$ cat config.mk
export PLATFORM = sky130hd
export DESIGN_NAME = bcs_cells
export DESIGN_NICKNAME = d
export VERILOG_FILES = /design/src/bcs_pkg.sv /design/src/bcs_record_mem.sv /design/src/bcs_cells.sv
export SDC_FILE = /design/constraint.sdc
export NUM_CORES = 1
export LEC_CHECK = 0
export ABC_AREA = 1
export BUFFER_PORTS_ARGS = -buffer_cell sky130_fd_sc_hd__buf_2
export CAP_MARGIN = 20
export CORE_ASPECT_RATIO = 1.2
export CORE_MARGIN = 5
export CORE_UTILIZATION = 55
export CTS_CLUSTER_DIAMETER = 80
export DETAILED_ROUTE_END_ITERATION = 6
export GPL_ROUTABILITY_DRIVEN = 0
export PLACE_DENSITY = 0.77
export SYNTH_ARGS = -nofsm -noshare
export SYNTH_HDL_FRONTEND = slang
export SYNTH_SLANG_ARGS = --single-unit
$ cat constraint.sdc
create_clock -name core_clk -period 3.8 [get_ports core_clk]
set_clock_uncertainty 0.2 [all_clocks]
set_input_delay 0.19 -clock core_clk [delete_from_list [all_inputs] [get_ports core_clk]]
set_output_delay 0.19 -clock core_clk [all_outputs]
set_load 0.05 [all_outputs]
$ cat src/bcs_pkg.sv
// package: constants and types for breaker command/status cells
package bcs_pkg;

  // ****************************************************
  // cell addresses of the data array
  // ****************************************************
  localparam logic [2:0] CELL_COMMAND     = 3'h0;
  localparam logic [2:0] CELL_LINK_LOW    = 3'h1;
  localparam logic [2:0] CELL_LINK_HIGH   = 3'h2;
  localparam logic [2:0] CELL_TRIP        = 3'h3;
  localparam logic [2:0] CELL_ALARM       = 3'h4;
  localparam logic [2:0] CELL_PHASE       = 3'h5;
  localparam logic [2:0] CELL_DIAG_RECORD = 3'h6;

  // ****************************************************
  // command codes
  // ****************************************************
  localparam logic [7:0] CMD_DIAG_FIRST = 8'h10;
  localparam logic [7:0] CMD_DIAG_LAST  = 8'h19;
  localparam logic [7:0] CMD_DIAG_EXIT  = 8'h1A;
  localparam logic [7:0] CMD_ACK_STOP   = 8'h22;
  localparam logic [7:0] CMD_TRIP       = 8'h35;

  // connection setup identifiers from the breaker side
  localparam logic [7:0] SETUP_ID_BREAKER = 8'h01;
  localparam logic [7:0] SETUP_ID_BLOCK   = 8'h1E;
  localparam logic [7:0] SETUP_ID_XFER    = 8'h3F;

  // ****************************************************
  // field positions and reset values
  // ****************************************************
  localparam int         LINK0_NEW_SERIAL  = 0;
  localparam int         LINK0_PARAM_DIFF  = 1;
  localparam int         LINK0_MOTOR_MISM  = 2;
  localparam int         LINK0_WAIT_ID     = 5;
  localparam int         LINK0_WAIT_BLOCK  = 6;
  localparam int         LINK0_WAIT_XFER   = 7;
  localparam int         LINK1_DIAG_DATA   = 4;
  localparam int         TRIP_INSTANT      = 0;
  localparam int         TRIP_SHORT_DELAY  = 1;
  localparam int         TRIP_LONG_DELAY   = 2;
  localparam int         TRIP_RESIDUAL     = 3;
  localparam int         TRIP_COMM         = 5;
  localparam int         TRIP_OVERTEMP     = 6;
  localparam logic [7:0] CELL_RESET        = 8'h00;
  localparam logic [2:0] SETUP_WAIT_RESET  = 3'h7;
  localparam int         DIAG_RECORDS      = 10;
  localparam int         EXEC_CYCLES       = 4;

  // ****************************************************
  // types
  // ****************************************************
  typedef enum logic [3:0] {
    CMD_IDLE   = 4'b0001,
    CMD_ECHO   = 4'b0010,
    CMD_INVERT = 4'b0100,
    CMD_EXEC   = 4'b1000
  } bcs_cmd_state_type;

  // breaker-side condition inputs
  typedef struct packed {
    logic       newSerialInStop;
    logic       paramDiffer;
    logic       motorParamMismatch;
    logic       diagDataLatest;
    logic [3:0] lastRecordIndex;
  } bcs_link_cond_type;

  typedef struct packed {
    logic instantaneousTrip;
    logic shortDelayTrip;
    logic longDelayTrip;
    logic residualCurrentTrip;
    logic commTrip;
    logic overTempTrip;
  } bcs_trip_cond_type;

endpackage : bcs_pkg

$ cat src/bcs_record_mem.sv
// small memory of diagnostic records with registered read data
module bcs_record_mem #(
  parameter int WIDTH = 8,
  parameter int DEPTH = 10,
  parameter int AW    = 4
) (
  input  wire logic             core_clk,
  input  wire logic             wrEn,
  input  wire logic [AW-1:0]    wrAddr,
  input  wire logic [WIDTH-1:0] wrData,
  input  wire logic [AW-1:0]    rdAddr,
  output logic      [WIDTH-1:0] rdData
);

  logic [WIDTH-1:0] memArray [DEPTH];

  // write port and registered read
  always_ff @(posedge core_clk) begin
    if (wrEn) begin
      memArray[wrAddr] <= wrData;
    end
    rdData <= memArray[rdAddr];
  end

endmodule : bcs_record_mem

$ cat src/bcs_cells.sv
// command cell interpreter and status cells of the breaker interface
module bcs_cells #(
  parameter int DATA_W  = 8,
  parameter int RECORDS = bcs_pkg::DIAG_RECORDS
) (
  input  wire logic                       core_clk,
  input  wire logic                       reset_n,
  input  wire logic                       cellWrite,
  input  wire logic                       cellRead,
  input  wire logic [2:0]                 cellAddr,
  input  wire logic [DATA_W-1:0]          cellWrData,
  output logic      [DATA_W-1:0]          cellRdData,
  input  wire logic                       setupByteValid,
  input  wire logic [7:0]                 setupByte,
  input  wire logic                       startupStopPin,
  input  wire bcs_pkg::bcs_link_cond_type linkCond,
  input  wire bcs_pkg::bcs_trip_cond_type tripCond,
  input  wire logic [7:0]                 alarmCond,
  input  wire logic [7:0]                 phaseCond,
  input  wire logic [7:0]                 processData,
  input  wire logic                       recordWrite,
  input  wire logic [3:0]                 recordWrIndex,
  input  wire logic [7:0]                 recordWrData,
  output logic                            breakerTrip,
  output logic                            serialAccept,
  output logic                            diagMode
);

  // ****************************************************
  // pin synchroniser for startup stop (three stages)
  // ****************************************************
  logic [2:0] stopSync_reg;
  logic [2:0] stopSync_next;
  logic       stopActive_reg;
  logic       stopActive_next;

  // shift and accept once stages two and three agree
  always_comb begin
    stopSync_next   = {stopSync_reg[1:0], startupStopPin};
    stopActive_next = stopActive_reg;
    if (stopSync_reg[1] == stopSync_reg[2]) begin
      stopActive_next = stopSync_reg[2];
    end
  end

  // synchroniser stages and filtered level
  always_ff @(posedge core_clk or negedge reset_n) begin
    if (!reset_n) begin
      stopSync_reg   <= 3'h0;
      stopActive_reg <= 1'b0;
    end else begin
      stopSync_reg   <= stopSync_next;
      stopActive_reg <= stopActive_next;
    end
  end

  // ****************************************************
  // command cell state machine
  // ****************************************************
  bcs_pkg::bcs_cmd_state_type state_reg;
  bcs_pkg::bcs_cmd_state_type state_next;
  logic [7:0] cmdCell_reg;
  logic [7:0] cmdCell_next;
  logic [2:0] execCnt_reg;
  logic [2:0] execCnt_next;
  logic       diag_reg;
  logic       diag_next;
  logic [3:0] selRecord_reg;
  logic [3:0] selRecord_next;
  logic       trip_reg;
  logic       trip_next;
  logic       accept_reg;
  logic       accept_next;
  logic       cmdWrite;

  assign cmdWrite = cellWrite && (cellAddr == bcs_pkg::CELL_COMMAND);

  // ****************************************************
  // decode of the code held in the cell
  // ****************************************************
  logic [7:0] heldCode;
  logic       codeDiagSel;
  logic       codeDiagExit;
  logic       codeAckStop;
  logic       codeTrip;

  // cell holds the inverse while executing, so undo it
  always_comb begin
    heldCode     = ~cmdCell_reg;
    codeDiagSel  = (heldCode >= bcs_pkg::CMD_DIAG_FIRST) &&
                   (heldCode <= bcs_pkg::CMD_DIAG_LAST);
    codeDiagExit = (heldCode == bcs_pkg::CMD_DIAG_EXIT);
    codeAckStop  = (heldCode == bcs_pkg::CMD_ACK_STOP);
    codeTrip     = (heldCode == bcs_pkg::CMD_TRIP);
  end

  // echo, invert, execute, clear
  always_comb begin
    state_next     = state_reg;
    cmdCell_next   = cmdCell_reg;
    execCnt_next   = execCnt_reg;
    diag_next      = diag_reg;
    selRecord_next = selRecord_reg;
    trip_next      = 1'b0;
    accept_next    = 1'b0;
    case (state_reg)
      bcs_pkg::CMD_IDLE: begin
        if (cmdWrite) begin
          cmdCell_next = cellWrData[7:0];
          state_next   = bcs_pkg::CMD_ECHO;
        end
      end
      bcs_pkg::CMD_ECHO: begin
        // recognition: any code is taken as defined
        cmdCell_next = ~cmdCell_reg;
        execCnt_next = 3'(bcs_pkg::EXEC_CYCLES);
        state_next   = bcs_pkg::CMD_INVERT;
      end
      bcs_pkg::CMD_INVERT: begin
        if (execCnt_reg != 3'h0) begin
          execCnt_next = execCnt_reg - 3'h1;
        end else begin
          state_next = bcs_pkg::CMD_EXEC;
        end
      end
      bcs_pkg::CMD_EXEC: begin
        if (codeDiagSel) begin
          diag_next      = 1'b1;
          selRecord_next = 4'(heldCode - bcs_pkg::CMD_DIAG_FIRST);
        end else if (codeDiagExit) begin
          diag_next = 1'b0;
        end else if (codeAckStop) begin
          accept_next = stopActive_reg;
        end else if (codeTrip) begin
          trip_next = 1'b1;
        end
        cmdCell_next = bcs_pkg::CELL_RESET;
        state_next   = bcs_pkg::CMD_IDLE;
      end
      default: begin
        state_next   = bcs_pkg::CMD_IDLE;
        cmdCell_next = bcs_pkg::CELL_RESET;
      end
    endcase
  end

  // state and command cell registers
  always_ff @(posedge core_clk or negedge reset_n) begin
    if (!reset_n) begin
      state_reg     <= bcs_pkg::CMD_IDLE;
      cmdCell_reg   <= bcs_pkg::CELL_RESET;
      execCnt_reg   <= 3'h0;
      diag_reg      <= 1'b0;
      selRecord_reg <= 4'h0;
      trip_reg      <= 1'b0;
      accept_reg    <= 1'b0;
    end else begin
      state_reg     <= state_next;
      cmdCell_reg   <= cmdCell_next;
      execCnt_reg   <= execCnt_next;
      diag_reg      <= diag_next;
      selRecord_reg <= selRecord_next;
      trip_reg      <= trip_next;
      accept_reg    <= accept_next;
    end
  end

  // ****************************************************
  // connection setup flags of status byte 0
  // ****************************************************
  logic [2:0] setupWait_reg;
  logic [2:0] setupWait_next;

  // each flag drops on its own setup identifier
  always_comb begin
    setupWait_next = setupWait_reg;
    if (setupByteValid) begin
      if (setupByte == bcs_pkg::SETUP_ID_BREAKER) begin
        setupWait_next[0] = 1'b0;
      end
      if (setupByte == bcs_pkg::SETUP_ID_BLOCK) begin
        setupWait_next[1] = 1'b0;
      end
      if (setupByte == bcs_pkg::SETUP_ID_XFER) begin
        setupWait_next[2] = 1'b0;
      end
    end
  end

  // setup flags, all set out of reset
  always_ff @(posedge core_clk or negedge reset_n) begin
    if (!reset_n) begin
      setupWait_reg <= bcs_pkg::SETUP_WAIT_RESET;
    end else begin
      setupWait_reg <= setupWait_next;
    end
  end

  // ****************************************************
  // diagnostic record store
  // ****************************************************
  logic [7:0] recordData;
  logic       recordWrOk;

  // indices past the last record are dropped
  assign recordWrOk = recordWrite && (recordWrIndex < 4'(RECORDS));

  bcs_record_mem #(
    .WIDTH (8),
    .DEPTH (RECORDS),
    .AW    (4)
  ) recordMem (
    .core_clk (core_clk),
    .wrEn     (recordWrOk),
    .wrAddr   (recordWrIndex),
    .wrData   (recordWrData),
    .rdAddr   (selRecord_reg),
    .rdData   (recordData)
  );

  // ****************************************************
  // status bytes and read mux
  // ****************************************************
  logic [7:0] linkLow;
  logic [7:0] linkHigh;
  logic [7:0] tripByte;
  logic [7:0] procHeld_reg;
  logic [7:0] procHeld_next;
  logic [7:0] rdData_reg;
  logic [7:0] rdData_next;

  // status bits are one when condition true
  always_comb begin
    linkLow = 8'h00;
    linkLow[bcs_pkg::LINK0_NEW_SERIAL] = linkCond.newSerialInStop;
    linkLow[bcs_pkg::LINK0_PARAM_DIFF] = linkCond.paramDiffer;
    linkLow[bcs_pkg::LINK0_MOTOR_MISM] = linkCond.motorParamMismatch;
    linkLow[bcs_pkg::LINK0_WAIT_ID]    = setupWait_reg[0];
    linkLow[bcs_pkg::LINK0_WAIT_BLOCK] = setupWait_reg[1];
    linkLow[bcs_pkg::LINK0_WAIT_XFER]  = setupWait_reg[2];
    linkHigh = 8'h00;
    linkHigh[3:0] = linkCond.lastRecordIndex;
    linkHigh[bcs_pkg::LINK1_DIAG_DATA] = linkCond.diagDataLatest;
    tripByte = 8'h00;
    tripByte[bcs_pkg::TRIP_INSTANT]     = tripCond.instantaneousTrip;
    tripByte[bcs_pkg::TRIP_SHORT_DELAY] = tripCond.shortDelayTrip;
    tripByte[bcs_pkg::TRIP_LONG_DELAY]  = tripCond.longDelayTrip;
    tripByte[bcs_pkg::TRIP_RESIDUAL]    = tripCond.residualCurrentTrip;
    tripByte[bcs_pkg::TRIP_COMM]        = tripCond.commTrip;
    tripByte[bcs_pkg::TRIP_OVERTEMP]    = tripCond.overTempTrip;
  end

  // process data frozen while in diagnostics mode
  always_comb begin
    procHeld_next = diag_reg ? procHeld_reg : processData;
  end

  // held process data register
  always_ff @(posedge core_clk or negedge reset_n) begin
    if (!reset_n) begin
      procHeld_reg <= 8'h00;
    end else begin
      procHeld_reg <= procHeld_next;
    end
  end

  // ****************************************************
  // registered read of the addressed cell
  // ****************************************************
  // one cell per read strobe, held until the next
  always_comb begin
    rdData_next = rdData_reg;
    if (cellRead) begin
      case (cellAddr)
        bcs_pkg::CELL_COMMAND:     rdData_next = cmdCell_reg;
        bcs_pkg::CELL_LINK_LOW:    rdData_next = linkLow;
        bcs_pkg::CELL_LINK_HIGH:   rdData_next = linkHigh;
        bcs_pkg::CELL_TRIP:        rdData_next = tripByte;
        bcs_pkg::CELL_ALARM:       rdData_next = alarmCond;
        bcs_pkg::CELL_PHASE:       rdData_next = phaseCond;
        bcs_pkg::CELL_DIAG_RECORD: rdData_next = diag_reg ? recordData : procHeld_reg;
        default:                   rdData_next = 8'h00;
      endcase
    end
  end

  // read data register
  always_ff @(posedge core_clk or negedge reset_n) begin
    if (!reset_n) begin
      rdData_reg <= 8'h00;
    end else begin
      rdData_reg <= rdData_next;
    end
  end

  // ****************************************************
  // outputs
  // ****************************************************
  // outputs straight from flip-flops
  assign cellRdData   = DATA_W'(rdData_reg);
  assign breakerTrip  = trip_reg;
  assign serialAccept = accept_reg;
  assign diagMode     = diag_reg;

endmodule : bcs_cells

## Word level (Yosys, flattened, before mapping)

Memories as Yosys holds them, arrays and structs flattened. A register that Yosys moved wholly into a read port is not among the register bits.
Index checks and enable logic that the tools add are counted.

- Bits in registers: 45
- Bits in writable memories: 80
- Input port bits: 76
- Output and inout bits: 11
- Logic and storage cells: 79
- Memories: 1

- $add $sub $neg: 2
- Order comparisons: 3
- Eq/ne operators: 20
- Mux-type cells: 22
- Bitwise gates (word level): 2
- Reductions and logical operators: 15

Memory list:

| memory | words | bits a word | rd ports | clocked after Yosys merged registers in | wr ports | RTL line | source |
|---|---|---|---|---|---|---|---|
| recordMem.memArray | 10 | 8 | 1 | 1 | 1 | bcs_record_mem.sv:15 | `logic [WIDTH-1:0] memArray [DEPTH];` |

Operators with widths:

| operator | number |
|---|---|
| 8-bit case mux with 7 select lines | 1 |
| 8-bit by 6-bit == test with 1-bit output, second input constant | 3 |
| 8-bit case mux with 3 select lines | 1 |
| 8-bit by 5-bit == test with 1-bit output, second input constant | 2 |
| 8-bit two-way mux | 2 |
| 2-bit AND reduction | 8 |
| 1-bit two-way mux | 13 |
| 4-bit case mux with 3 select lines | 1 |
| 3-bit == test, second input constant | 3 |
| 8-bit by 1-bit == test with 1-bit output, second input constant | 1 |
| 8-bit by 5-bit >= comparator with 1-bit output, second input constant | 1 |
| 8-bit by 5-bit <= comparator with 1-bit output, second input constant | 1 |
| 4-bit two-way mux | 2 |
| 8-bit inverter | 1 |
| 3-bit by 2-bit == test with 1-bit output, second input constant | 2 |
| 2-bit inequality test, second input constant | 3 |
| 3-bit case mux with 2 select lines | 1 |
| 4-bit by 1-bit == test with 1-bit output, second input constant | 1 |
| 4-bit by 2-bit == test with 1-bit output, second input constant | 1 |
| 4-bit by 3-bit == test with 1-bit output, second input constant | 1 |
| 4-bit == test, second input constant | 1 |
| 4-bit less-than comparator, second input constant | 1 |
| 2-bit nonzero test | 2 |
| 4-bit by 1-bit subtractor with 4-bit output, second input constant | 1 |
| 8 further kinds | 10 |

## Depth between registers and ports, before layout

- Word-level depth: 7
- Depth in mapped cells: 10
- Depth with buffers taken out: 9

## Cells and area by module

From an unflattened synthesis, not the netlist that was laid out.

- Cell total of the unflattened synthesis: 709
- Area total of the unflattened synthesis: 6294.8 µm²

Modules (own cells, without submodules):

| module | instances | cells each | area each (µm²) | sequential area each (µm²) |
|---|---|---|---|---|
| bcs_record_mem | 1 | 335 | 3663.5 | 2562.5 |
| bcs_cells | 1 | 374 | 2631.3 | 1131.1 |

## Worst setup path after synthesis

Ideal clock, no wire load.

- Kind: register to register
- Start point: register diag_reg, in the netlist diagMode
- End point: register rdData_reg[4], in the netlist cellRdData[4]
- Setup time: 120 ps
- Arrival time: 1387 ps
- Required time: 3480 ps
- Setup slack: 2093 ps
- Cell stages (with the launch flop): 8
- Buffers on the path: 2
- Period minus slack after synthesis: 1707 ps
- Cell sequence: dfrtp_1 buf_2 buf_2 o21ai_0 nand2_1 nand2_1 o21ai_1 nand2_1

- Cells in the longest elaborated chain, start to end: 2

RTL lines:

| item | RTL line | source |
|---|---|---|
| from (decl) | bcs_cells.sv:66 | `logic diag_reg;` |
| from (signal assigned) | bcs_cells.sv:161 | `diag_reg <= diag_next;` |
| 8-bit two-way mux | bcs_cells.sv:281 | `bcs_pkg::CELL_DIAG_RECORD: rdData_next = diag_reg ? recordData : procHeld_reg;` |
| 8-bit case mux with 7 select lines | bcs_cells.sv:274 | `case (cellAddr)` |
| to (signal assigned) | bcs_cells.sv:292 | `rdData_reg <= rdData_next;` |
| to (decl) | bcs_cells.sv:229 | `logic [7:0] rdData_reg;` |

No other way between the ends.
A chain may end at the register's enable or synchronous reset.

## Worst setup path after layout

- Start point: register diag_reg, in the netlist diagMode
- End point: register rdData_reg[6], in the netlist cellRdData[6]

Same word-level chain as after synthesis.

==> results.cfg <==
[route]
dr.pass1.iters = 5
drt-initial-drc-count = 372
num_vias = 4907
drc = 0
wl_per_cell_um = 15.6
final_antenna_net_count = 0
vias_per_cell = 5.31
wl_um = 14400

[placed_design]
pre_cts_slack_ns = 1.69
placed_area_um2 = 6460
dp_hpwl_um = 9600
place_inst = 843
port_buffers = 86

[status]
status = finished clean

[cts]
clk_latency_ns = 0.42
clock_path_buffers = 2
cts.reportedPaths.clkPinSlew_ns = 0.06
h-tree-depth = 4
numCtsBuffers = 17
clkSinkCount = 133
cts_setup_buffers = 0
cts_tree = built
root_buffer = clkbuf_16

[cells_and_area]
largest_reg_flops = 80
final_common_cell = nand2_1
fin_util_pct = 69.3
drive_gt1_share_pct = 19.1
final_cell_mix = nand2_1 (210), nor2_1 (86), buf_2 (86)
n_antenna_cell = 0
fillers = 799
final_cells = 924
area_growth_pct = 25.0
design_area_um2 = 7540
final_nets = 857
regMostFlops = recordMem.memArray

[global_route]
track_usage_pct = 22.4
grt_pass1_wl_um = 23400
antenna_found_initial = 0
grt_max_degree = 46
grt_pass1_vias = 4879
overflow = 0

[power_and_ir_drop]
p_sw_share_pct = 28.1
totalPowerFinal_mw = 3.93
switchingPower_mw = 1.10
internal-power_mw = 2.82
p_leak_nw = 3.38
vdd_drop_max_mv = 0.333
p_clk_share_pct = 40.4
p_per_area_nw_per_um2 = 521
seq_power_share_pct = 44.2
power_frac_comb_pct = 15.5

[synthesis]
syn_area_um2 = 6030
synthCells = 652
yosys_warnings = 0
synth_seq_cells = 133
synth-seq-area-share_pct = 61.3
avgSynthCellArea_um2 = 9.25
syn_nets = 730
ys_types = 33

[timing]
tightest_slew_ns = 0.908
final.setup.tns_ns = 0
setup_viol = 0
fin_ws_ns = 1.39
rsz0062_at_grt = no
min_period_ns = 2.41
hold_viol_final = 0
maxSlewHeadroom_pct = 39.3
fin_hold_ws_ns = 0.0241
slew_violations = 0
fmax_mhz = 415
min_period_over_period_pct = 63.4

[setup_path]
cp-end-kind = flip-flop
cpMostUsedCell = nand2_1
cp_num_buf_inv = 2
crit_fanout = 19
startpoint_type = flip-flop
crit_type = reg -> reg
cp.required_ns = 3.90
cp_top_family = buffers and inverters
cp_slowest_cell = dfrtp_1
arrival_ns = 2.51
slowest_delay_ns = 0.65
path_cells = inv_1 > nand2_1 > nand2_1 > nand2_1 > nand2_1 > nor2_1 > nand2_1 > nand2_1 > dlygate4sd3_1 > nand2_1

[hold_path]
hold_path_class = in -> reg

[die]
die_h_um = 125
num_rows = 42
start_util_pct = 55.4
core_area_um2 = 10900
die_w_um = 106
io_pins = 87
dieArea_um2 = 13200

[run]
cap_violations = 0
## cells in the mapped netlist, drive strengths merged
cell,instances,area share [%]
a21boi,1,0.12
and2,1,0.10
buf,23,2.6
clkbuf,6,0.37
clkinv,1,0.083
dfrtp,41,17
dfstp,4,1.7
dfxtp,8,2.7
edfxtp,80,40
ha,2,0.42
inv,42,2.7
maj3,1,0.17
nand2,215,14
nand3,54,4.5
nand4,25,2.6
nor2,88,5.7
nor3,9,1.2
nor4,2,0.21
o211ai,2,0.25
o21ai,44,3.7
o31a,2,0.29
xnor2,1,0.15
## path summary, 6_finish.rpt
path	start	to	slack, ns	depth (start not counted)
setup / recovery	diagMode	cellRdData[6]	1.39	10
min in group asynchronous	reset_n	breakerTrip	0.49	3
max in group asynchronous	reset_n	state_reg[0]	2.42	4
setup reg to reg	diagMode	cellRdData[6]	1.39	10
hold / removal	phaseCond[5]	cellRdData[5]	0.02	7
hold reg to reg	stopSync_reg[0]	stopSync_reg[1]	0.17	0
## power groups by stage
stage	clock network [mW]	logic, mW	registers (mW)
2_1_floorplan	0	0.383	1.77
3_3_place_gp	0	0.531	1.75
4_1_cts	1.60	0.600	1.73
5_1_grt	1.68	0.682	1.75
6_report	1.59	0.607	1.73
3_5_place_dp	0	0.559	1.76
## kinds of logic after synthesis
| kind of cell | Yosys count | share of synthesized area, % |
|---|---|---|
| and+or+nand+nor | 394 | 27.9 |
| DFF | 133 | 61.3 |
| buffers and inverters | 72 | 5.73 |
| AOI/OAI and AO/OA | 49 | 4.38 |
| adders and majority gates | 3 | 0.581 |
| xor gates and xnor gates | 1 | 0.145 |
## layout make-up
type	count	area [µm²]	share of cell area, %
timing repair buffer	137	941	12.5
inverter	43	165	2.19
clock buffer	18	429	5.69
clock inverter	14	153	2.03
multi-input combinational	447	1990	26.4
sequential	133	3690	49.0
tap	132	165	2.19
## tightest hold or removal path, delay by kind of cell
kind	cells	cell delay, ns
buffers and inverters	1	0.07
AND/OR/NAND/NOR	6	0.34
## metal layers
| layer | track usage [%] | vias up | part of all wire, % |
|---|---|---|---|
| met5 | 0 | - | 0 |
| met4 | 8.08 | 0 | 1.8 |
| met3 | 5.60 | 26 | 7.4 |
| met2 | 38.0 | 194 | 51 |
| met1 | 27.6 | 2266 | 40 |
| li1 | - | 2421 | - |
## repair_timing
item	in CTS	in global routing
resized for setup	0	0
endpoints found under the setup margin	0	0
hold buffers	45	2
hold endpoints to repair	149	6
(Power assumes the default switching activity.)
